File: config.mk
export PLATFORM = sky130hd
export DESIGN_NAME = tcc_timer
export DESIGN_NICKNAME = d
export VERILOG_FILES = /design/src/tcc_pkg.sv /design/src/tcc_tick_sel.sv /design/src/tcc_cmp_unit.sv /design/src/tcc_timer.sv
export VERILOG_INCLUDE_DIRS = /design/src /design/src/src
export SDC_FILE = /design/constraint.sdc
export NUM_CORES = 1
export LEC_CHECK = 0
export ABC_AREA = 1
export BUFFER_PORTS_ARGS = -buffer_cell sky130_fd_sc_hd__buf_2
export CORE_ASPECT_RATIO = 0.75
export CORE_MARGIN = 3
export CORE_UTILIZATION = 40
export CTS_BUF_LIST = sky130_fd_sc_hd__clkbuf_4
export DETAILED_ROUTE_END_ITERATION = 16
export GPL_TIMING_DRIVEN = 1
export PLACE_DENSITY = 0.72
export SYNTH_ARGS = -nofsm -noshare
export SYNTH_HDL_FRONTEND = slang
export SYNTH_SLANG_ARGS = --single-unit
File: constraint.sdc
create_clock -name clk -period 1.76 [get_ports clk]
set_input_delay 0 -clock clk [delete_from_list [all_inputs] [get_ports clk]]
set_output_delay 0 -clock clk [all_outputs]
set_load 0.01 [all_outputs]
File: src/tcc_defines.svh
// Offsets, field positions, reset values and prescaler masks of the timer.
// Assumes byte addresses of an 8-bit window on a 32-bit AXI4-Lite bus.
`ifndef TCC_DEFINES_SVH
`define TCC_DEFINES_SVH

// ==========================================================================
// Register byte offsets
`define TCC_OFS_CTRL_A 8'h00
`define TCC_OFS_CTRL_B 8'h04
`define TCC_OFS_COUNT 8'h08
`define TCC_OFS_CMP_A 8'h0C
`define TCC_OFS_CMP_B 8'h10
`define TCC_OFS_FLAG 8'h14
`define TCC_OFS_MASK 8'h18

// ==========================================================================
// Field positions
`define TCC_CA_WGM_LO 0
`define TCC_CA_COMB_LO 4
`define TCC_CA_COMA_LO 6
`define TCC_CB_CS_LO 0
`define TCC_CB_WGM2 3
`define TCC_CB_FORCE_B 6
`define TCC_CB_FORCE_A 7
`define TCC_FLG_OVF 0
`define TCC_FLG_CMP_A 1
`define TCC_FLG_CMP_B 2

// ==========================================================================
// Values
`define TCC_RST_BYTE 8'h00
`define TCC_BOTTOM 8'h00
`define TCC_MAX 8'hFF
`define TCC_CS_STOP 3'h0
`define TCC_CS_DIV1 3'h1
`define TCC_CS_DIV8 3'h2
`define TCC_CS_DIV64 3'h3
`define TCC_CS_DIV256 3'h4
`define TCC_CS_DIV1024 3'h5
`define TCC_CS_EXT_FALL 3'h6
`define TCC_CS_EXT_RISE 3'h7
`define TCC_MASK_DIV8 10'h007
`define TCC_MASK_DIV64 10'h03F
`define TCC_MASK_DIV256 10'h0FF
`define TCC_MASK_DIV1024 10'h3FF
`define TCC_RESP_OKAY 2'h0
`define TCC_RESP_SLVERR 2'h2

`endif

File: src/tcc_pkg.sv
// Types shared by the timer core and its compare units.
// Assumes tcc_defines.svh carries every numeric constant.
package tcc_pkg;

  // ========================================================================
  // Counting sequence class
  typedef enum logic [1:0] {
    TCC_KIND_NORMAL = 2'b00,
    TCC_KIND_CTC = 2'b01,
    TCC_KIND_FAST = 2'b10,
    TCC_KIND_PHASE = 2'b11
  } tcc_kind_e;

  typedef struct packed {
    tcc_kind_e kind;
    logic [1:0] action;
  } tcc_wave_cfg_s;

  typedef struct packed {
    logic [7:0] count;
    logic dir_up;
    logic at_top;
    logic block;
  } tcc_cnt_stat_s;

endpackage

File: src/tcc_tick_sel.sv
// Timer tick source: prescaler taps or edges of the external count pin.
// Assumes ext_pin is asynchronous to clk.
`include "tcc_defines.svh"
module tcc_tick_sel (
  input wire logic clk,
  input wire logic reset_n,
  input wire logic [2:0] clock_select,
  input wire logic ext_pin,
  output logic tick_q
);

  logic sync1_q;
  logic sync2_q;
  logic prev_q;
  logic [9:0] pre_q;

  // ========================================================================
  // Pin synchroniser and prescaler
  always_ff @(posedge clk or negedge reset_n) begin
    if (!reset_n) begin
      sync1_q <= 1'b0;
      sync2_q <= 1'b0;
      prev_q <= 1'b0;
    end else begin
      sync1_q <= ext_pin;
      sync2_q <= sync1_q;
      prev_q <= sync2_q;
    end
  end

  always_ff @(posedge clk or negedge reset_n) begin
    if (!reset_n) begin
      pre_q <= 10'h000;
    end else begin
      pre_q <= pre_q + 10'h001;
    end
  end

  // ========================================================================
  // Tick select
  always_ff @(posedge clk or negedge reset_n) begin
    if (!reset_n) begin
      tick_q <= 1'b0;
    end else begin
      case (clock_select)
        `TCC_CS_STOP: tick_q <= 1'b0;
        `TCC_CS_DIV1: tick_q <= 1'b1;
        `TCC_CS_DIV8: tick_q <= &(pre_q | ~`TCC_MASK_DIV8);
        `TCC_CS_DIV64: tick_q <= &(pre_q | ~`TCC_MASK_DIV64);
        `TCC_CS_DIV256: tick_q <= &(pre_q | ~`TCC_MASK_DIV256);
        `TCC_CS_DIV1024: tick_q <= &(pre_q | ~`TCC_MASK_DIV1024);
        `TCC_CS_EXT_FALL: tick_q <= prev_q & ~sync2_q;
        `TCC_CS_EXT_RISE: tick_q <= sync2_q & ~prev_q;
        default: tick_q <= 1'b0;
      endcase
    end
  end

endmodule // tcc_tick_sel

File: src/tcc_cmp_unit.sv
// One output compare unit: buffered compare value, match and waveform.
// Assumes tick is a one-cycle pulse and stat comes from the same clock.
`include "tcc_defines.svh"
module tcc_cmp_unit (
  input wire logic clk,
  input wire logic reset_n,
  input wire logic wr_en,
  input wire logic [7:0] wr_data,
  input wire logic tick,
  input tcc_pkg::tcc_cnt_stat_s stat,
  input tcc_pkg::tcc_wave_cfg_s cfg,
  input wire logic force_strobe,
  output logic [7:0] active_q,
  output logic [7:0] buffer_q,
  output logic match_set,
  output logic oc_q
);

  logic pwm;
  logic match_evt;

  assign pwm = (cfg.kind == tcc_pkg::TCC_KIND_FAST) ||
               (cfg.kind == tcc_pkg::TCC_KIND_PHASE);
  // Equality is taken on a tick, so the flag rises one timer tick later
  assign match_evt = tick && (stat.count == active_q) && !stat.block;
  assign match_set = match_evt;

  // ========================================================================
  // Compare value and its buffer
  always_ff @(posedge clk or negedge reset_n) begin
    if (!reset_n) begin
      buffer_q <= `TCC_RST_BYTE;
    end else if (wr_en) begin
      buffer_q <= wr_data;
    end
  end

  always_ff @(posedge clk or negedge reset_n) begin
    if (!reset_n) begin
      active_q <= `TCC_RST_BYTE;
    end else if (wr_en && !pwm) begin
      active_q <= wr_data;
    end else if (pwm && tick && stat.at_top) begin
      active_q <= buffer_q;
    end
  end

  // ========================================================================
  // Waveform output
  always_ff @(posedge clk or negedge reset_n) begin
    if (!reset_n) begin
      oc_q <= 1'b0;
    end else begin
      case (cfg.kind)
        tcc_pkg::TCC_KIND_FAST: begin
          if (match_evt && cfg.action[1]) begin
            oc_q <= cfg.action[0];
          end
          // Wrap to bottom wins, so a compare value at top holds the level
          if (tick && stat.at_top && cfg.action[1]) begin
            oc_q <= ~cfg.action[0];
          end
        end
        tcc_pkg::TCC_KIND_PHASE: begin
          if (match_evt && cfg.action[1]) begin
            oc_q <= stat.dir_up ~^ cfg.action[0];
          end
        end
        default: begin
          if (match_evt || force_strobe) begin
            case (cfg.action)
              2'h1: oc_q <= ~oc_q;
              2'h2: oc_q <= 1'b0;
              2'h3: oc_q <= 1'b1;
              default: oc_q <= oc_q;
            endcase
          end
        end
      endcase
    end
  end

endmodule // tcc_cmp_unit

File: src/tcc_timer.sv
// 8-bit timer/counter with two compare units behind an AXI4-Lite slave.
// Assumes one clock; external_count_pin is asynchronous; irq_ack pulses
// come from the interrupt controller on clk.
//
// Function
// - Two independent compare units, each own output
// - Counter and compare values are 8 bits
// - One flag register, separate per-bit mask register
// - Tick from prescaler or external pin edge
// - Clock select zero stops the counter
// - Tick clears, increments or decrements per mode
// - Count readable and writable at any time
// - Software count write beats counter update
// - Mode field: two bits control A, one B
// - Bottom is 0x00, maximum is 0xFF
// - Top is 0xFF or compare value A
// - Overflow flag set per mode, can interrupt
// - Comparators check count against both compare values
// - Match sets flag on following timer tick
// - Enabled flag requests interrupt, cleared when serviced
// - Writing one clears a flag, zero keeps
// - Output derived from match, mode and action
// - Top and bottom handle extreme-value cases
// - Compare values buffered only in PWM modes
// - Buffer moves to active value at top
// - Software reaches buffer or active value per mode
// - Count write blocks matches for next tick
// - Normal mode counts up, wraps, flags overflow
// - Mode two clears counter on match A
// - Forced compare updates output in non-PWM modes, no flag
//
// The AXI4-Lite interface to the registers and the placing of the registers were decided locally.
`include "tcc_defines.svh"
module tcc_timer (
  input wire logic clk,
  input wire logic reset_n,
  input wire logic [7:0] awaddr,
  input wire logic awvalid,
  output logic awready,
  input wire logic [31:0] wdata,
  input wire logic [3:0] wstrb,
  input wire logic wvalid,
  output logic wready,
  output logic [1:0] bresp,
  output logic bvalid,
  input wire logic bready,
  input wire logic [7:0] araddr,
  input wire logic arvalid,
  output logic arready,
  output logic [31:0] rdata,
  output logic [1:0] rresp,
  output logic rvalid,
  input wire logic rready,
  input wire logic external_count_pin,
  input wire logic [2:0] irq_ack,
  output logic [2:0] irq_req_q,
  output logic compare_out_a,
  output logic compare_out_b
);

  // ========================================================================
  // Declarations
  logic [7:0] aw_addr_q;
  logic aw_have_q;
  logic [7:0] w_data_q;
  logic w_lane0_q;
  logic w_have_q;
  logic wr_fire;
  logic wr_ok;
  logic [7:0] wr_addr;
  logic wr_ctrl_a;
  logic wr_ctrl_b;
  logic wr_count;
  logic wr_cmp_a;
  logic wr_cmp_b;
  logic wr_flag;
  logic wr_mask;
  logic [7:0] ctrl_a_q;
  logic [2:0] clock_select_q;
  logic waveform_mode_bit2_q;
  logic [2:0] waveform_mode;
  logic [7:0] count_value_q;
  logic [7:0] count_value_d;
  logic dir_up_q;
  logic dir_up_d;
  logic block_q;
  logic [2:0] timer_flag_q;
  logic [2:0] timer_flag_d;
  logic [2:0] timer_mask_q;
  logic [2:0] flag_set;
  logic ovf_set;
  logic timer_tick;
  logic [7:0] top_val;
  logic at_top;
  logic at_bottom;
  logic [7:0] compare_value_a;
  logic [7:0] compare_value_b;
  logic [7:0] buf_a;
  logic [7:0] buf_b;
  logic [7:0] rd_byte;
  logic rd_ok;
  tcc_pkg::tcc_kind_e kind;
  tcc_pkg::tcc_wave_cfg_s cfg_a;
  tcc_pkg::tcc_wave_cfg_s cfg_b;
  tcc_pkg::tcc_cnt_stat_s stat;

  // ========================================================================
  // AXI4-Lite write channel
  assign wr_fire = aw_have_q && w_have_q && !bvalid;
  assign wr_addr = aw_addr_q;
  assign wr_ok = (wr_addr == `TCC_OFS_CTRL_A) || (wr_addr == `TCC_OFS_CTRL_B)
    || (wr_addr == `TCC_OFS_COUNT) || (wr_addr == `TCC_OFS_CMP_A)
    || (wr_addr == `TCC_OFS_CMP_B) || (wr_addr == `TCC_OFS_FLAG)
    || (wr_addr == `TCC_OFS_MASK);
  assign wr_ctrl_a = wr_fire && w_lane0_q && (wr_addr == `TCC_OFS_CTRL_A);
  assign wr_ctrl_b = wr_fire && w_lane0_q && (wr_addr == `TCC_OFS_CTRL_B);
  assign wr_count = wr_fire && w_lane0_q && (wr_addr == `TCC_OFS_COUNT);
  assign wr_cmp_a = wr_fire && w_lane0_q && (wr_addr == `TCC_OFS_CMP_A);
  assign wr_cmp_b = wr_fire && w_lane0_q && (wr_addr == `TCC_OFS_CMP_B);
  assign wr_flag = wr_fire && w_lane0_q && (wr_addr == `TCC_OFS_FLAG);
  assign wr_mask = wr_fire && w_lane0_q && (wr_addr == `TCC_OFS_MASK);

  always_ff @(posedge clk or negedge reset_n) begin
    if (!reset_n) begin
      aw_have_q <= 1'b0;
      aw_addr_q <= 8'h00;
      awready <= 1'b1;
    end else if (wr_fire) begin
      aw_have_q <= 1'b0;
      awready <= 1'b0;
    end else if (awvalid && awready) begin
      aw_have_q <= 1'b1;
      aw_addr_q <= {awaddr[7:2], 2'b00};
      awready <= 1'b0;
    end else if (!aw_have_q && !bvalid) begin
      awready <= 1'b1;
    end
  end

  always_ff @(posedge clk or negedge reset_n) begin
    if (!reset_n) begin
      w_have_q <= 1'b0;
      w_data_q <= 8'h00;
      w_lane0_q <= 1'b0;
      wready <= 1'b1;
    end else if (wr_fire) begin
      w_have_q <= 1'b0;
      wready <= 1'b0;
    end else if (wvalid && wready) begin
      w_have_q <= 1'b1;
      w_data_q <= wdata[7:0];
      w_lane0_q <= wstrb[0];
      wready <= 1'b0;
    end else if (!w_have_q && !bvalid) begin
      wready <= 1'b1;
    end
  end

  always_ff @(posedge clk or negedge reset_n) begin
    if (!reset_n) begin
      bvalid <= 1'b0;
      bresp <= `TCC_RESP_OKAY;
    end else if (wr_fire) begin
      bvalid <= 1'b1;
      bresp <= wr_ok ? `TCC_RESP_OKAY : `TCC_RESP_SLVERR;
    end else if (bready) begin
      bvalid <= 1'b0;
    end
  end

  // ========================================================================
  // AXI4-Lite read channel
  always_comb begin
    rd_ok = 1'b1;
    case ({araddr[7:2], 2'b00})
      `TCC_OFS_CTRL_A: rd_byte = ctrl_a_q;
      `TCC_OFS_CTRL_B: rd_byte = {4'h0, waveform_mode_bit2_q,
                                  clock_select_q};
      `TCC_OFS_COUNT: rd_byte = count_value_q;
      `TCC_OFS_CMP_A: rd_byte = buf_a;
      `TCC_OFS_CMP_B: rd_byte = buf_b;
      `TCC_OFS_FLAG: rd_byte = {5'h00, timer_flag_q};
      `TCC_OFS_MASK: rd_byte = {5'h00, timer_mask_q};
      default: begin
        rd_byte = 8'h00;
        rd_ok = 1'b0;
      end
    endcase
  end

  always_ff @(posedge clk or negedge reset_n) begin
    if (!reset_n) begin
      arready <= 1'b1;
      rvalid <= 1'b0;
      rdata <= 32'h0000_0000;
      rresp <= `TCC_RESP_OKAY;
    end else if (arvalid && arready) begin
      arready <= 1'b0;
      rvalid <= 1'b1;
      rdata <= {24'h00_0000, rd_byte};
      rresp <= rd_ok ? `TCC_RESP_OKAY : `TCC_RESP_SLVERR;
    end else if (rvalid && rready) begin
      rvalid <= 1'b0;
      arready <= 1'b1;
    end
  end

  // ========================================================================
  // Control registers
  always_ff @(posedge clk or negedge reset_n) begin
    if (!reset_n) begin
      ctrl_a_q <= `TCC_RST_BYTE;
    end else if (wr_ctrl_a) begin
      ctrl_a_q <= w_data_q & 8'hF3;
    end
  end

  always_ff @(posedge clk or negedge reset_n) begin
    if (!reset_n) begin
      clock_select_q <= `TCC_CS_STOP;
      waveform_mode_bit2_q <= 1'b0;
    end else if (wr_ctrl_b) begin
      clock_select_q <= w_data_q[`TCC_CB_CS_LO +: 3];
      waveform_mode_bit2_q <= w_data_q[`TCC_CB_WGM2];
    end
  end

  always_ff @(posedge clk or negedge reset_n) begin
    if (!reset_n) begin
      timer_mask_q <= 3'h0;
    end else if (wr_mask) begin
      timer_mask_q <= w_data_q[2:0];
    end
  end

  // ========================================================================
  // Mode decode
  assign waveform_mode = {waveform_mode_bit2_q,
                          ctrl_a_q[`TCC_CA_WGM_LO +: 2]};

  always_comb begin
    case (waveform_mode)
      3'h1: kind = tcc_pkg::TCC_KIND_PHASE;
      3'h2: kind = tcc_pkg::TCC_KIND_CTC;
      3'h3: kind = tcc_pkg::TCC_KIND_FAST;
      3'h5: kind = tcc_pkg::TCC_KIND_PHASE;
      3'h7: kind = tcc_pkg::TCC_KIND_FAST;
      default: kind = tcc_pkg::TCC_KIND_NORMAL;
    endcase
  end

  // Top from compare A in modes 2, 5 and 7, else the maximum
  assign top_val = (waveform_mode == 3'h2 || waveform_mode == 3'h5 ||
                    waveform_mode == 3'h7) ? compare_value_a
                                           : `TCC_MAX;
  assign at_top = (count_value_q == top_val);
  assign at_bottom = (count_value_q == `TCC_BOTTOM);

  // ========================================================================
  // Tick source
  tcc_tick_sel u_tick (
    .clk(clk),
    .reset_n(reset_n),
    .clock_select(clock_select_q),
    .ext_pin(external_count_pin),
    .tick_q(timer_tick)
  );

  // ========================================================================
  // Counter
  always_comb begin
    count_value_d = count_value_q;
    dir_up_d = dir_up_q;
    ovf_set = 1'b0;
    if (timer_tick) begin
      case (kind)
        tcc_pkg::TCC_KIND_CTC: begin
          count_value_d = at_top ? `TCC_BOTTOM
                                 : count_value_q + 8'h01;
          ovf_set = (count_value_q == `TCC_MAX);
        end
        tcc_pkg::TCC_KIND_FAST: begin
          count_value_d = at_top ? `TCC_BOTTOM : count_value_q + 8'h01;
          ovf_set = at_top;
        end
        tcc_pkg::TCC_KIND_PHASE: begin
          if (dir_up_q && at_top) begin
            dir_up_d = 1'b0;
            count_value_d = count_value_q - 8'h01;
          end else if (!dir_up_q && at_bottom) begin
            dir_up_d = 1'b1;
            count_value_d = count_value_q + 8'h01;
            ovf_set = 1'b1;
          end else begin
            count_value_d = dir_up_q ? count_value_q + 8'h01
                                     : count_value_q - 8'h01;
          end
        end
        default: begin
          count_value_d = count_value_q + 8'h01;
          ovf_set = (count_value_q == `TCC_MAX);
          dir_up_d = 1'b1;
        end
      endcase
    end
  end

  always_ff @(posedge clk or negedge reset_n) begin
    if (!reset_n) begin
      count_value_q <= `TCC_RST_BYTE;
      dir_up_q <= 1'b1;
    end else if (wr_count) begin
      count_value_q <= w_data_q;
    end else begin
      count_value_q <= count_value_d;
      dir_up_q <= dir_up_d;
    end
  end

  // Matches on the next tick after a count write are suppressed
  always_ff @(posedge clk or negedge reset_n) begin
    if (!reset_n) begin
      block_q <= 1'b0;
    end else if (wr_count) begin
      block_q <= 1'b1;
    end else if (timer_tick) begin
      block_q <= 1'b0;
    end
  end

  // ========================================================================
  // Compare units
  assign stat = '{count: count_value_q, dir_up: dir_up_q,
                  at_top: at_top, block: block_q};
  assign cfg_a = '{kind: kind, action: ctrl_a_q[`TCC_CA_COMA_LO +: 2]};
  assign cfg_b = '{kind: kind, action: ctrl_a_q[`TCC_CA_COMB_LO +: 2]};

  tcc_cmp_unit u_cmp_a (
    .clk(clk),
    .reset_n(reset_n),
    .wr_en(wr_cmp_a),
    .wr_data(w_data_q),
    .tick(timer_tick),
    .stat(stat),
    .cfg(cfg_a),
    .force_strobe(wr_ctrl_b && w_data_q[`TCC_CB_FORCE_A]),
    .active_q(compare_value_a),
    .buffer_q(buf_a),
    .match_set(flag_set[`TCC_FLG_CMP_A]),
    .oc_q(compare_out_a)
  );

  tcc_cmp_unit u_cmp_b (
    .clk(clk),
    .reset_n(reset_n),
    .wr_en(wr_cmp_b),
    .wr_data(w_data_q),
    .tick(timer_tick),
    .stat(stat),
    .cfg(cfg_b),
    .force_strobe(wr_ctrl_b && w_data_q[`TCC_CB_FORCE_B]),
    .active_q(compare_value_b),
    .buffer_q(buf_b),
    .match_set(flag_set[`TCC_FLG_CMP_B]),
    .oc_q(compare_out_b)
  );

  assign flag_set[`TCC_FLG_OVF] = ovf_set;

  // ========================================================================
  // Flags and interrupt requests
  // A set in the cycle of a clear wins
  always_comb begin
    timer_flag_d = timer_flag_q;
    if (wr_flag) begin
      timer_flag_d = timer_flag_d & ~w_data_q[2:0];
    end
    timer_flag_d = (timer_flag_d & ~irq_ack) | flag_set;
  end

  always_ff @(posedge clk or negedge reset_n) begin
    if (!reset_n) begin
      timer_flag_q <= 3'h0;
    end else begin
      timer_flag_q <= timer_flag_d;
    end
  end

  always_ff @(posedge clk or negedge reset_n) begin
    if (!reset_n) begin
      irq_req_q <= 3'h0;
    end else begin
      irq_req_q <= timer_flag_d & timer_mask_q;
    end
  end

endmodule // tcc_timer

# After elaboration in Yosys (flattened, before gate mapping)
# Index checks and enable logic that the tools add are counted.
[totals]
elab_cells = 233
in_bits = 63
ff_bits = 111
output_inout_bits = 46
[op_classes]
eq_ne = 42
n_mux = 56
reduce_logical = 80
n_addsub = 3
bitwise = 19
[op_table]
columns = ["cell", "count"]
rows = [
  ["2-to-1 mux 8 bit", 11],
  ["one-hot mux 8 bit (7 select lines)", 1],
  ["== test 6 x 3 -> 1 bit (second input constant)", 6],
  ["logical AND 1 bit", 33],
  ["2-to-1 mux 1 bit", 32],
  ["== test 6 x 2 -> 1 bit (second input constant)", 4],
  ["== test 8 bit", 3],
  ["== test 3 bit (second input constant)", 6],
  ["logical NOT 8 bit", 2],
  ["one-hot mux 8 bit (2 select lines)", 1],
  ["nonzero test 2 bit", 7],
  ["== test 2 bit (second input constant)", 6],
  ["== test 3 x 2 -> 1 bit (second input constant)", 4],
  ["== test 6 x 1 -> 1 bit (second input constant)", 2],
  ["AND reduction 4 bit", 3],
  ["nonzero test 3 bit", 4],
  ["logical OR 1 bit", 11],
  ["adder 10 x 1 -> 10 bit (second input constant)", 1],
  ["AND reduction 10 bit", 1],
  ["nonzero test 5 bit", 2],
  ["AND 3 bit", 3],
  ["inverter 1 bit", 9],
  ["adder 8 x 1 -> 8 bit (second input constant)", 1],
  ["== test 8 bit (second input constant)", 1],
  ["26 further kinds", 46],
]

# Logic depth before layout (Yosys ltp)
# Gate-level depths: netlist of the first run.
[logic_depth]
word_depth = 11
ltp_mapped = 16
mapped_depth_nobuf = 15

# By module
# A second synthesis of the first run with hierarchy kept.
[unflattened]
cells_unflattened = 859
hier_area_um2 = 6522.5
[modules_own_cells]
columns = ["module", "cells_per_inst", "area_per_inst_um2", "n_inst", "seq_area_each_um2"]
rows = [
  ["tcc_timer", 516, 3865.0, 1, 1531.5],
  ["tcc_cmp_unit", 141, 1021.0, 2, 425.4],
  ["tcc_tick_sel", 61, 615.6, 1, 350.3],
]

# Least setup slack after synthesis of the first run
# Ideal clock, no wire load.
[synth_path]
kind = "register -> register"
from = "register bvalid"
to = "register u_cmp_a.active_q[5]"
path_stages_with_launch = 10
synth_period_minus_slack_ps = 1710
n_path_buf = 1
path_slack_ps = 50
setup_time_ps = 121
arrival_ps = 1589
required_time_ps = 1639
cell_sequence = "dfrtp_1 > inv_2 > nand3_2 > nor2_4 > nand2_1 > nor2_1 > nand3_2 > buf_2 > a21oi_1 > o21ai_2"
[synth_between]
elab_chain_len = 6
elab_cells_between_ends = 7
classes_between = "mux: 1; reduce/logical: 6"
[synth_lines]
columns = ["element", "line_no", "text"]
rows = [
  ["from (decl)", "tcc_timer.sv:45", "output logic bvalid,"],
  ["from (signal assigned)", "tcc_timer.sv:161", "bvalid <= 1'b0;"],
  ["from (signal assigned)", "tcc_timer.sv:164", "bvalid <= 1'b1;"],
  ["from (signal assigned)", "tcc_timer.sv:167", "bvalid <= 1'b0;"],
  ["logical NOT 1 bit *", "tcc_timer.sv:109", "assign wr_fire = aw_have_q && w_have_q && !bvalid;"],
  ["logical AND 1 bit *", "tcc_timer.sv:109", ""],
  ["logical AND 1 bit * (2 in a row)", "tcc_timer.sv:118", "assign wr_cmp_a = wr_fire && w_lane0_q && (wr_addr == `TCC_OFS_CMP_A);"],
  ["logical AND 1 bit *", "tcc_cmp_unit.sv:41", "end else if (wr_en && !pwm) begin"],
  ["2-to-1 mux 8 bit / nonzero test 2 bit (equally long branches)", "n/a", ""],
  ["to (signal assigned)", "tcc_cmp_unit.sv:40", "active_q <= `TCC_RST_BYTE;"],
  ["to (signal assigned)", "tcc_cmp_unit.sv:42", "active_q <= wr_data;"],
  ["to (signal assigned)", "tcc_cmp_unit.sv:44", "active_q <= buffer_q;"],
  ["to (decl)", "tcc_cmp_unit.sv:13", "output logic [7:0] active_q,"],
]
# Mark *: on every way between the ends. The rest lies on a longest branch, timed or not.
# A chain may end at the register's enable or synchronous reset.

# Worst setup path after layout of the first run
[layout_path]
from = "register waveform_mode_bit2_q"
to = "register count_value_q[3]"
[layout_between]
elab_chain_len = 10
elab_cells_between_ends = 22
classes_between = "eq/ne: 9; mux: 7; reduce/logical: 6"
[layout_lines]
columns = ["element", "line_no", "text"]
rows = [
  ["from (decl)", "tcc_timer.sv:80", "logic waveform_mode_bit2_q;"],
  ["from (signal assigned)", "tcc_timer.sv:224", "waveform_mode_bit2_q <= w_data_q[`TCC_CB_WGM2];"],
  ["== test 3 x 2 -> 1 bit / == test 3 bit (equally long branches)", "tcc_timer.sv:242, tcc_timer.sv:253", ""],
  ["logical OR 1 bit (2 in a row)", "tcc_timer.sv:253", "assign top_val = (waveform_mode == 3'h2 || waveform_mode == 3'h5 ||"],
  ["2-to-1 mux 8 bit (no source line)", "n/a", ""],
  ["== test 8 bit", "tcc_timer.sv:256", "assign at_top = (count_value_q == top_val);"],
  ["logical AND 1 bit", "tcc_timer.sv:287", "if (dir_up_q && at_top) begin"],
  ["2-to-1 mux 8 bit", "tcc_timer.sv:287", ""],
  ["one-hot mux 8 bit (2 select lines) *", "tcc_timer.sv:276", "case (kind)"],
  ["2-to-1 mux 8 bit *", "tcc_timer.sv:275", "if (timer_tick) begin"],
  ["2-to-1 mux 8 bit *", "tcc_timer.sv:312", "end else if (wr_count) begin"],
  ["to (signal assigned)", "tcc_timer.sv:310", "count_value_q <= `TCC_RST_BYTE;"],
  ["to (signal assigned)", "tcc_timer.sv:313", "count_value_q <= w_data_q;"],
  ["to (signal assigned)", "tcc_timer.sv:315", "count_value_q <= count_value_d;"],
  ["to (decl)", "tcc_timer.sv:82", "logic [7:0] count_value_q;"],
]
# Mark *: on every way between the ends. The rest lies on a longest branch, timed or not. The select of a mux whose other input is x is not followed.

==> flow_summary.toml, run 1 <==
[finish]
layout-drive-gt1-share_pct = 25.81
n_antenna_cell = 0
nets = 1083
area_growth_pct = 26.49
layout.core_utilization_pct = 52.46
layoutNonFillerInstCount = 1220

[worst_setup_path]
start_kind = "flop"
startpoint_of_the_most_critical_setup_path = "waveform_mode_bit2_q$_DFFE_PN0P_"
setup.worst_path.class = "reg -> reg"
crit-reg2reg-capture = "count_value_q[3]$_DFFE_PN0P_"
worst-r2r-setup-slack_ps = -150
critPathArrivalTime_ps = 2350
crit-reg2reg-launch = "waveform_mode_bit2_q$_DFFE_PN0P_"
worst-path-buf-inv = 3
worst-endpoint-required_ps = 2190
critical_path.endpoint_type = "flop"
critical_path.slowest_cell = "sky130_fd_sc_hd__dfrtp_1"
timing.critical_path.cells = "buf_4 -> nand2_1 -> nand2_2 -> buf_4 -> o211ai_2 -> nor2_4 -> nor2_2 -> nand2_1 -> nand2_1 -> inv_1 -> nand2_1 -> nand3_1 -> nand2_1"
cell_type_with_the_highest_occurrence_count_on_the_critical_path = "sky130_fd_sc_hd__nand2_1"
timing.critical_path.fanout_max = 5
worst_r2r_path_depth = 13
critical_path.max_stage_delay_ps = 440
timing.critical_path.max_delay_family = "simple AND/OR/NAND/NOR gates"

[clocking]
cts_max_level = 3
cts.sink_count = 109
clock_path_buffers = 2
path_clk_slew_ps = 190
cts_tree = "built"
cts_buffers = 9
clockRootBuffer = "sky130_fd_sc_hd__clkbuf_4"
clock_latency_on_the_worst_skew_pair_ps = 490

[drt]
post_drt_wl_per_cell_um = 15.27
avgViaCountPerCell = 5.090
drt-initial-drc-count = 587
antenna_violating_nets_post_route = 0
drt_wl_total_um = 18630
remaining_drc_errors = 0
drt-pass1-iter-count = 5
vias = 6210

[pwr]
report.power.total_mw = 10.69
power_per_cell_area_nw_per_um2 = 1321
static_leakage_nw = 4.192
irDropWorstVdd_v = 0.0007133

[die]
initial_core_util_pct = 41.47
number_of_placed_i_o_pins = 109
dieHeight_um = 115.5
area_of_the_die_um2 = 17560
fp.coreArea_um2 = 15420
placement_rows = 39
chipWidth_um = 152

[synthesis]
unique_cell_type_count_in_the_yosys_netlist = 50
yosys-top-cells-area = "sky130_fd_sc_hd__dfrtp_1 41%, sky130_fd_sc_hd__nand2_1 12%, sky130_fd_sc_hd__inv_1 5.9%"
mean_area_per_synthesized_cell_um2 = 7.515
synthDominantAreaCellType = "sky130_fd_sc_hd__dfrtp_1"
synth_top_area_share_pct = 41.09
seq_cells_post_synth = 109
synth-edff-count = 0
syn_area_um2 = 6395
postSynth.topFlopCell = "sky130_fd_sc_hd__dfrtp_1"
synthArstFlopShare_pct = 100.0
synth.top_cells.by_count = "210 x sky130_fd_sc_hd__nand2_1, 105 x sky130_fd_sc_hd__dfrtp_1, 100 x sky130_fd_sc_hd__inv_1, 86 x sky130_fd_sc_hd__nor2_1, 57 x sky130_fd_sc_hd__o21ai_0"
ys_warn_count = 0
gate_count_post_synth = 851
synth_sequential_area_ratio_pct = 42.73
post-synth-top-count-cell = "sky130_fd_sc_hd__nand2_1"

[status]
failed_checks = "setup timing"
status = "complete, but fails checks"

[global_routing]
grt_antenna_before_repair = 0
grt_max_degree = 46
vias_in_the_first_global_route = 5686
grt_use_total_pct = 21.10
gr-total-overflow = 0
grt_first_pass_wirelength_um = 29660

[placed_design]
numPortBuffers = 51
post-dp-hpwl_um = 13980
dpl.cell_count = 1165
dp_slack_ps = -192.1
gpl.final_weighted_congestion = 0.9828

[sta]
tns_ps = -2370
timing.final.setup_violations = 29
setup_ws_ps = -151.3
rsz0062_at_grt = "yes"
finalHoldViolations = 0
fmax_mhz = 523.2
drv_slew = 0
final_min_period_over_clock_period_pct = 108.6
skew_ps = 14.18
layout_min_cycle_time_ps = 1911
worstMarginPinSlew_ps = 642.1
maxSlewHeadroom_pct = 57.19

[min_path]
hp-class = "in -> async"

[flow_run]
number_of_max_cap_violations = 0
## state kept, by name (all words and copies together), names as in the netlist, 6 cells and up
register	count
aw_addr_q	6
count_value_q	8
ctrl_a_q	6
rdata	8
u_cmp_a.active_q	8
u_cmp_a.buffer_q	8
u_cmp_b.active_q	8
u_cmp_b.buffer_q	8
u_tick.pre_q	10
w_data_q	8
## layout make-up
cell class              instances  area, um^2
repair buffers                172        1271
well taps                     205       256.5
fillers                      1492        7331
multi-input cells             607        3247
inverters                     111       426.7
clock buffers                   9       67.56
flip-flops and latches        109        2738
clock inverters                 7       82.58
## layer usage
layer | wire length, um | share of wire, % | vias up | track usage [%]
met1 | 8959 | 48 | 2901 | 31.85
li1 | - | - | 3020 | -
met4 | 178 | 0.96 | 0 | 3.593
met5 | 0 | 0 | - | 0
met2 | 7707 | 41 | 270 | 30.38
met3 | 1781 | 9.6 | 19 | 6.271
## worst max path at each step
stage	end	slack (ps)	cells past startpoint
floorplan	u_cmp_a.active_q[5]$_DFFE_PN0P_	50	9
global placement	count_value_q[2]$_DFFE_PN0P_	-180	11
detailed placement	count_value_q[2]$_DFFE_PN0P_	-190	11
CTS	count_value_q[3]$_DFFE_PN0P_	-90	13
global route	count_value_q[3]$_DFFE_PN0P_	-270	13
finish	count_value_q[3]$_DFFE_PN0P_	-150	13
## repair_timing
| action | 4_1_cts | 5_1_grt |
|---|---|---|
| endpoints found under the hold margin | 139 | 0 |
| cloned | 1 | 0 |
| setup buffers | 10 | 2 |
| hold buffers | 26 | 0 |
| setup endpoints to repair | 30 | 30 |
| pin swaps | 8 | 7 |
| gates resized for setup | 48 | 31 |
## layout by cell type (no fill, tap or decap), types with 4 or more instances in the layout
cell and n:
sky130_fd_sc_hd__dfstp_2 4, sky130_fd_sc_hd__dfrtp_1 101, sky130_fd_sc_hd__a21oi_2 11, sky130_fd_sc_hd__nor3_2 4
sky130_fd_sc_hd__o211ai_1 4, sky130_fd_sc_hd__nand2_1 200, sky130_fd_sc_hd__a21oi_1 36, sky130_fd_sc_hd__conb_1 26
sky130_fd_sc_hd__o22ai_1 10, sky130_fd_sc_hd__clkbuf_4 9, sky130_fd_sc_hd__nor2_2 11, sky130_fd_sc_hd__nand3_1 49
sky130_fd_sc_hd__dfrtp_2 4, sky130_fd_sc_hd__nand3_2 4, sky130_fd_sc_hd__dlygate4sd3_1 26, sky130_fd_sc_hd__buf_6 4
sky130_fd_sc_hd__o21ai_0 54, sky130_fd_sc_hd__nor2_4 11, sky130_fd_sc_hd__ha_1 9, sky130_fd_sc_hd__a22oi_1 5
sky130_fd_sc_hd__nand2_4 5, sky130_fd_sc_hd__nand2_2 11, sky130_fd_sc_hd__inv_8 4, sky130_fd_sc_hd__nand4_1 12
sky130_fd_sc_hd__inv_2 10, sky130_fd_sc_hd__xor2_1 11, sky130_fd_sc_hd__nor2_1 68, sky130_fd_sc_hd__buf_2 50
sky130_fd_sc_hd__inv_1 98, sky130_fd_sc_hd__o21ai_1 11, sky130_fd_sc_hd__or2_2 6, sky130_fd_sc_hd__nor3_1 11
sky130_fd_sc_hd__buf_4 90
## where the power goes
part,switching (mW),internal [mW],leakage (nW)
Clock,0.969,0.349,0.0780
Sequential,0.651,3.20,1.41
Combinational,3.28,2.24,2.71
## per-stage QoR
stage	hold slack (ps)	instance area, um^2
after floorplan	-295.6	6489
after global placement	62.99	7313
after detailed placement	66.67	7313
after CTS	35.16	7963
after global routing	50.11	8089
final	57.22	8089
## kinds of logic (layout without fill, tap and decap cells)
group	Yosys count	after routing	share of synthesized area [%]
DFF	109	109	42.73
and+or+nand+nor	401	402	27.22
adders and majority gates	10	10	1.957
xor gates and xnor gates	15	15	2.054
muxes	3	3	0.5282
AOI/OAI and AO/OA	151	151	13.62
buffers and inverters	161	299	11.84
other	1	26	0.05864
(Power assumes the default switching activity.)
==> run 2, diff against run 1 <==
Settings changed: PLACE_DENSITY 0.72 to 0.7.
Clock period 1.76 ns to 2.3 ns, I/O delays scaled along.
==> flow_summary.toml, run 2 (synthesis gave the netlist of run 1 again) <==
[status]
status = "finished clean"

[sta]
finalHoldViolations = 0
skew_ps = 23.87
drv_slew = 0
layout_min_cycle_time_ps = 2135
timing.final.setup_violations = 0
final_min_period_over_clock_period_pct = 92.85
rsz0062_at_grt = "no"
fmax_mhz = 468.3
worstMarginPinSlew_ps = 632.4
maxSlewHeadroom_pct = 57.40
tns_ps = 0

[pwr]
static_leakage_nw = 3.775
power_per_cell_area_nw_per_um2 = 1001
irDropWorstVdd_v = 0.0005362

[worst_setup_path]
timing.critical_path.cells = "inv_2 -> buf_4 -> nor3_1 -> or2_2 -> nand2_1 -> nand2_1 -> nand3_1 -> nand2_1 -> nand3_1 -> nand2_1 -> nand3_1 -> nand2_1"
setup.worst_path.class = "reg -> reg"
start_kind = "flop"
critical_path.max_stage_delay_ps = 610
worst-path-buf-inv = 2
worst-endpoint-required_ps = 2700
critical_path.slowest_cell = "sky130_fd_sc_hd__dfrtp_1"
timing.critical_path.fanout_max = 7
startpoint_of_the_most_critical_setup_path = "count_value_q[4]$_DFFE_PN0P_"
critPathArrivalTime_ps = 2540
cell_type_with_the_highest_occurrence_count_on_the_critical_path = "sky130_fd_sc_hd__nand2_1"
critical_path.endpoint_type = "flop"
crit-reg2reg-launch = "count_value_q[4]$_DFFE_PN0P_"
timing.critical_path.max_delay_family = "simple AND/OR/NAND/NOR gates"

[die]
initial_core_util_pct = 41.47
fp.coreArea_um2 = 15420
chipWidth_um = 152
dieHeight_um = 115.5
number_of_placed_i_o_pins = 109
placement_rows = 39
area_of_the_die_um2 = 17560

[placed_design]
numPortBuffers = 51
gpl.final_weighted_congestion = 0.9161
post-dp-hpwl_um = 13110
placed_area_um2 = 6845

[finish]
largest_reg_flops = 10
filler_cell_count = 1586
nets = 1011
n_antenna_cell = 0
area_growth_pct = 13.32
multiInputGateArea_um2 = 3010
mostFrequentLayoutCells = "210 x sky130_fd_sc_hd__nand2_1, 103 x sky130_fd_sc_hd__dfrtp_1, 100 x sky130_fd_sc_hd__inv_1"
top_reg_by_flops = "u_tick.pre_q"
register_area_um2 = 2735
layout_commonest_cell = "sky130_fd_sc_hd__nand2_1"
layout.cell_area.non_filler_um2 = 7247
layout-drive-gt1-share_pct = 14.74

[global_routing]
vias_in_the_first_global_route = 5321
grt_first_pass_wirelength_um = 28170
gr-total-overflow = 0
grt_use_total_pct = 19.95
grt_max_degree = 43
grt_antenna_before_repair = 0

[drt]
post_drt_wl_per_cell_um = 15.07
drt-pass1-iter-count = 6
avgViaCountPerCell = 5.066
antenna_violating_nets_post_route = 0
vias = 5816
drt-initial-drc-count = 441
remaining_drc_errors = 0
drt_wl_total_um = 17300

[clocking]
path_clk_slew_ps = 180
clockRootBuffer = "sky130_fd_sc_hd__clkbuf_4"
clock_path_buffers = 2
cts_max_level = 3
cts.sink_count = 109
clock_latency_on_the_worst_skew_pair_ps = 460
cts_buffers = 9
cts_tree = "built"

[flow_run]
number_of_max_cap_violations = 0

[min_path]
hp-class = "in -> async"
-- run 2: final timing paths --
check / end / slack, ps / cells after the start
worst max-delay path: count_value_q[5]$_DFFE_PN0P_ / 160 / 12
worst min-delay path: u_cmp_a.buffer_q[3]$_DFFE_PN0P_ / 30 / 2
max in group asynchronous: u_cmp_b.buffer_q[0]$_DFFE_PN0P_ / 1470 / 3
worst max register to register: count_value_q[5]$_DFFE_PN0P_ / 160 / 12
worst min register to register: u_tick.sync2_q$_DFF_PN0_ / 370 / 0
min in group clk: rdata[1]$_DFFE_PN0P_ / 130 / 5
-- run 2: final cells by class --
type | instances | area share [%]
multi-input combinational | 606 | 41.54
sequential | 109 | 37.74
timing repair buffer | 101 | 9.634
inverter | 111 | 5.784
tap | 205 | 3.539
clock buffer | 10 | 1.036
clock inverter | 6 | 0.7251
-- run 2: timing repair --
| action | in CTS | in global routing |
|---|---|---|
| setup buffers | 0 | 0 |
| gates resized for setup | 0 | 4 |
| endpoints found under the setup margin | 0 | 3 |
| hold endpoints to repair | 95 | 0 |
| hold buffers | 26 | 0 |
-- run 2: worst register-to-register path: cells and delay by family (launching register included) --
family / cells / cell delay, ps
simple gates: 10 / 1220
flops: 1 / 610
buf+inv: 2 / 260
-- run 2: metal layers --
| layer | GRT usage [%] | share of wire, % | routed length, um | vias up |
|---|---|---|---|---|
| met5 | 0 | 0 | 0 | - |
| li1 | - | - | - | 2869 |
| met2 | 28.55 | 40 | 6983 | 254 |
| met3 | 5.487 | 11 | 1985 | 21 |
| met1 | 30.91 | 48 | 8219 | 2672 |
| met4 | 2.515 | 0.62 | 107 | 0 |
-- run 2: power by group --
part           switching, mW  total (mW)  internal (mW)
sequential             0.559        3.01           2.45
clock                  0.673       0.930          0.257
combinational           2.14        3.32           1.18
total                   3.38        7.26           3.88
-- run 2: per-stage QoR --
stage	total power, mW	hold WS (ps)	utilization, %	std cells	setup slack (ps)
final	7.256	25.04	47.00	1148	164.5
after global routing	7.893	32.27	47.00	1148	3.370
after CTS	7.212	34.40	46.91	1148	192.8
after detailed placement	6.243	20.00	44.39	1106	256.7
after global placement	6.183	24.91	44.39	1106	267.3
after floorplan	5.171	-295.6	-	876	590.4
==> run 3, diff against run 2 <==
Settings changed: HOLD_SLACK_MARGIN set to 0.1.
==> flow_summary.toml, run 3 (synthesis gave the netlist of run 1 again) <==
[die]
chipWidth_um = 152
number_of_placed_i_o_pins = 109
placement_rows = 39
fp.coreArea_um2 = 15420
dieHeight_um = 115.5
area_of_the_die_um2 = 17560
initial_core_util_pct = 41.47

[clocking]
cts_post_setup_buffers_inserted = 0
cts_buffers = 9
clockRootBuffer = "sky130_fd_sc_hd__clkbuf_4"
cts_tree = "built"
path_clk_slew_ps = 180
clock_latency_on_the_worst_skew_pair_ps = 470
cts.sink_count = 109
cts_max_level = 3
clock_path_buffers = 2

[placed_design]
numPortBuffers = 51
placed_area_um2 = 6845
post-dp-hpwl_um = 13110
gpl.final_weighted_congestion = 0.9161

[flow_run]
number_of_max_cap_violations = 0

[drt]
drt-pass1-iter-count = 6
remaining_drc_errors = 0
drt-initial-drc-count = 472
post_drt_wl_per_cell_um = 15.16
avgViaCountPerCell = 5.005
drt_wl_total_um = 17470
vias = 5766
antenna_violating_nets_post_route = 0

[min_path]
hp-class = "in -> reg"
hold_start = "arvalid"

[sta]
timing.final.setup_violations = 0
maxSlewHeadroom_pct = 57.54
worstMarginPinSlew_ps = 630.2
skew_ps = 23.95
tns_ps = 0
final_min_period_over_clock_period_pct = 92.73
drv_slew = 0
layout_min_cycle_time_ps = 2133
finalHoldViolations = 0
fmax_mhz = 468.9
rsz0062_at_grt = "no"

[worst_setup_path]
critical_path.endpoint_type = "flop"
setup.worst_path.class = "reg -> reg"
timing.critical_path.fanout_max = 10
cell_type_with_the_highest_occurrence_count_on_the_critical_path = "sky130_fd_sc_hd__nand2_1"
worst-endpoint-required_ps = 2700
start_kind = "flop"
critPathArrivalTime_ps = 2530
critical_path.max_stage_delay_ps = 460
crit-reg2reg-launch = "ctrl_a_q[0]$_DFFE_PN0P_"
timing.critical_path.cells = "buf_4 -> a21oi_1 -> ha_1 -> nor2_1 -> nand2_1 -> nand2_1 -> inv_1 -> nand2_1 -> nand3_1 -> nand2_1"
critical_path.slowest_cell = "sky130_fd_sc_hd__dfrtp_1"
startpoint_of_the_most_critical_setup_path = "ctrl_a_q[0]$_DFFE_PN0P_"

[global_routing]
vias_in_the_first_global_route = 5366
gr-total-overflow = 0
grt_max_degree = 38
grt_first_pass_wirelength_um = 28380
grt_antenna_before_repair = 0
grt_use_total_pct = 20.13

[finish]
multiInputGateArea_um2 = 3010
largest_reg_flops = 10
mostFrequentLayoutCells = "210 x sky130_fd_sc_hd__nand2_1, 103 x sky130_fd_sc_hd__dfrtp_1, 100 x sky130_fd_sc_hd__inv_1"
layout-drive-gt1-share_pct = 14.78
register_area_um2 = 2735
filler_cell_count = 1581
nets = 1015
layout.cell_area.non_filler_um2 = 7297
layout.core_utilization_pct = 47.32
n_antenna_cell = 0
layout_commonest_cell = "sky130_fd_sc_hd__nand2_1"
area_growth_pct = 14.11
top_reg_by_flops = "u_tick.pre_q"

[pwr]
report.power.total_mw = 7.293
static_leakage_nw = 3.796
irDropWorstVdd_v = 0.0005423
power_per_cell_area_nw_per_um2 = 999.4

[status]
status = "finished clean"
[run 3: cell types whose count changed in the layout (fill, tap and decap cells not counted), sizes merged]
cell         previous run  this run
buf                    75        76
dlygate4sd3            26        29
[run 3: critical path: cells and delay by family (launching register included)]
family | cells | cell delay (ps)
AO/OA/AOI/OAI | 1 | 260
flip-flops | 1 | 460
buffers and inverters | 2 | 240
AND/OR/NAND/NOR | 6 | 790
adder cells (fa/ha/maj) | 1 | 310
[run 3: cell type report]
cell class / count / share of cell area (%)
tap: 205 / 3.515
clock inverter: 6 / 0.7202
sequential: 109 / 37.48
timing repair buffer: 105 / 10.25
clock buffer: 10 / 1.029
multi-input combinational: 606 / 41.26
inverter: 111 / 5.744
[run 3: worst paths after layout]
check	slack, ps	to	cells after the start
worst max register to register	170	count_value_q[3]$_DFFE_PN0P_	10
max in group asynchronous	1280	timer_mask_q[0]$_DFFE_PN0P_	4
worst max-delay path	170	count_value_q[3]$_DFFE_PN0P_	10
worst min register to register	370	u_tick.sync2_q$_DFF_PN0_	0
worst min-delay path	150	rresp[1]$_DFFE_PN0P_	4
min in group asynchronous	620	wready$_DFFE_PN1P_	3
[run 3: power breakdown]
group          internal (mW)  total [mW]  switching (mW)
Sequential              2.45        3.01           0.564
Clock                  0.257       0.936           0.679
Combinational           1.20        3.35            2.15
Total                   3.90        7.29            3.39
[run 3: timing repair]
item / 4_1_cts / 5_1_grt
setup endpoints to repair: 0 / 3
hold endpoints to repair: 138 / 0
resized for setup: 0 / 4
hold buffers: 30 / 0
[run 3: layer usage]
metal,track usage [%],up-vias,routed length (um),part of all wire (%)
met2,28.93,231,6979,40
met3,5.151,22,1717,9.8
li1,-,2873,-,-
met4,2.874,0,206,1.2
met1,31.20,2640,8566,49
met5,0,-,0,0
[run 3: through the flow]
stage / setup WS (ps) / std cells / hold slack, ps
final: 167.3 / 1152 / 149.5
after global routing: 3.370 / 1152 / 119.7
after CTS: 192.8 / 1152 / 119.3
after detailed placement: 256.7 / 1106 / 20.00
after global placement: 267.3 / 1106 / 24.91
after floorplan: 590.4 / 876 / -295.6
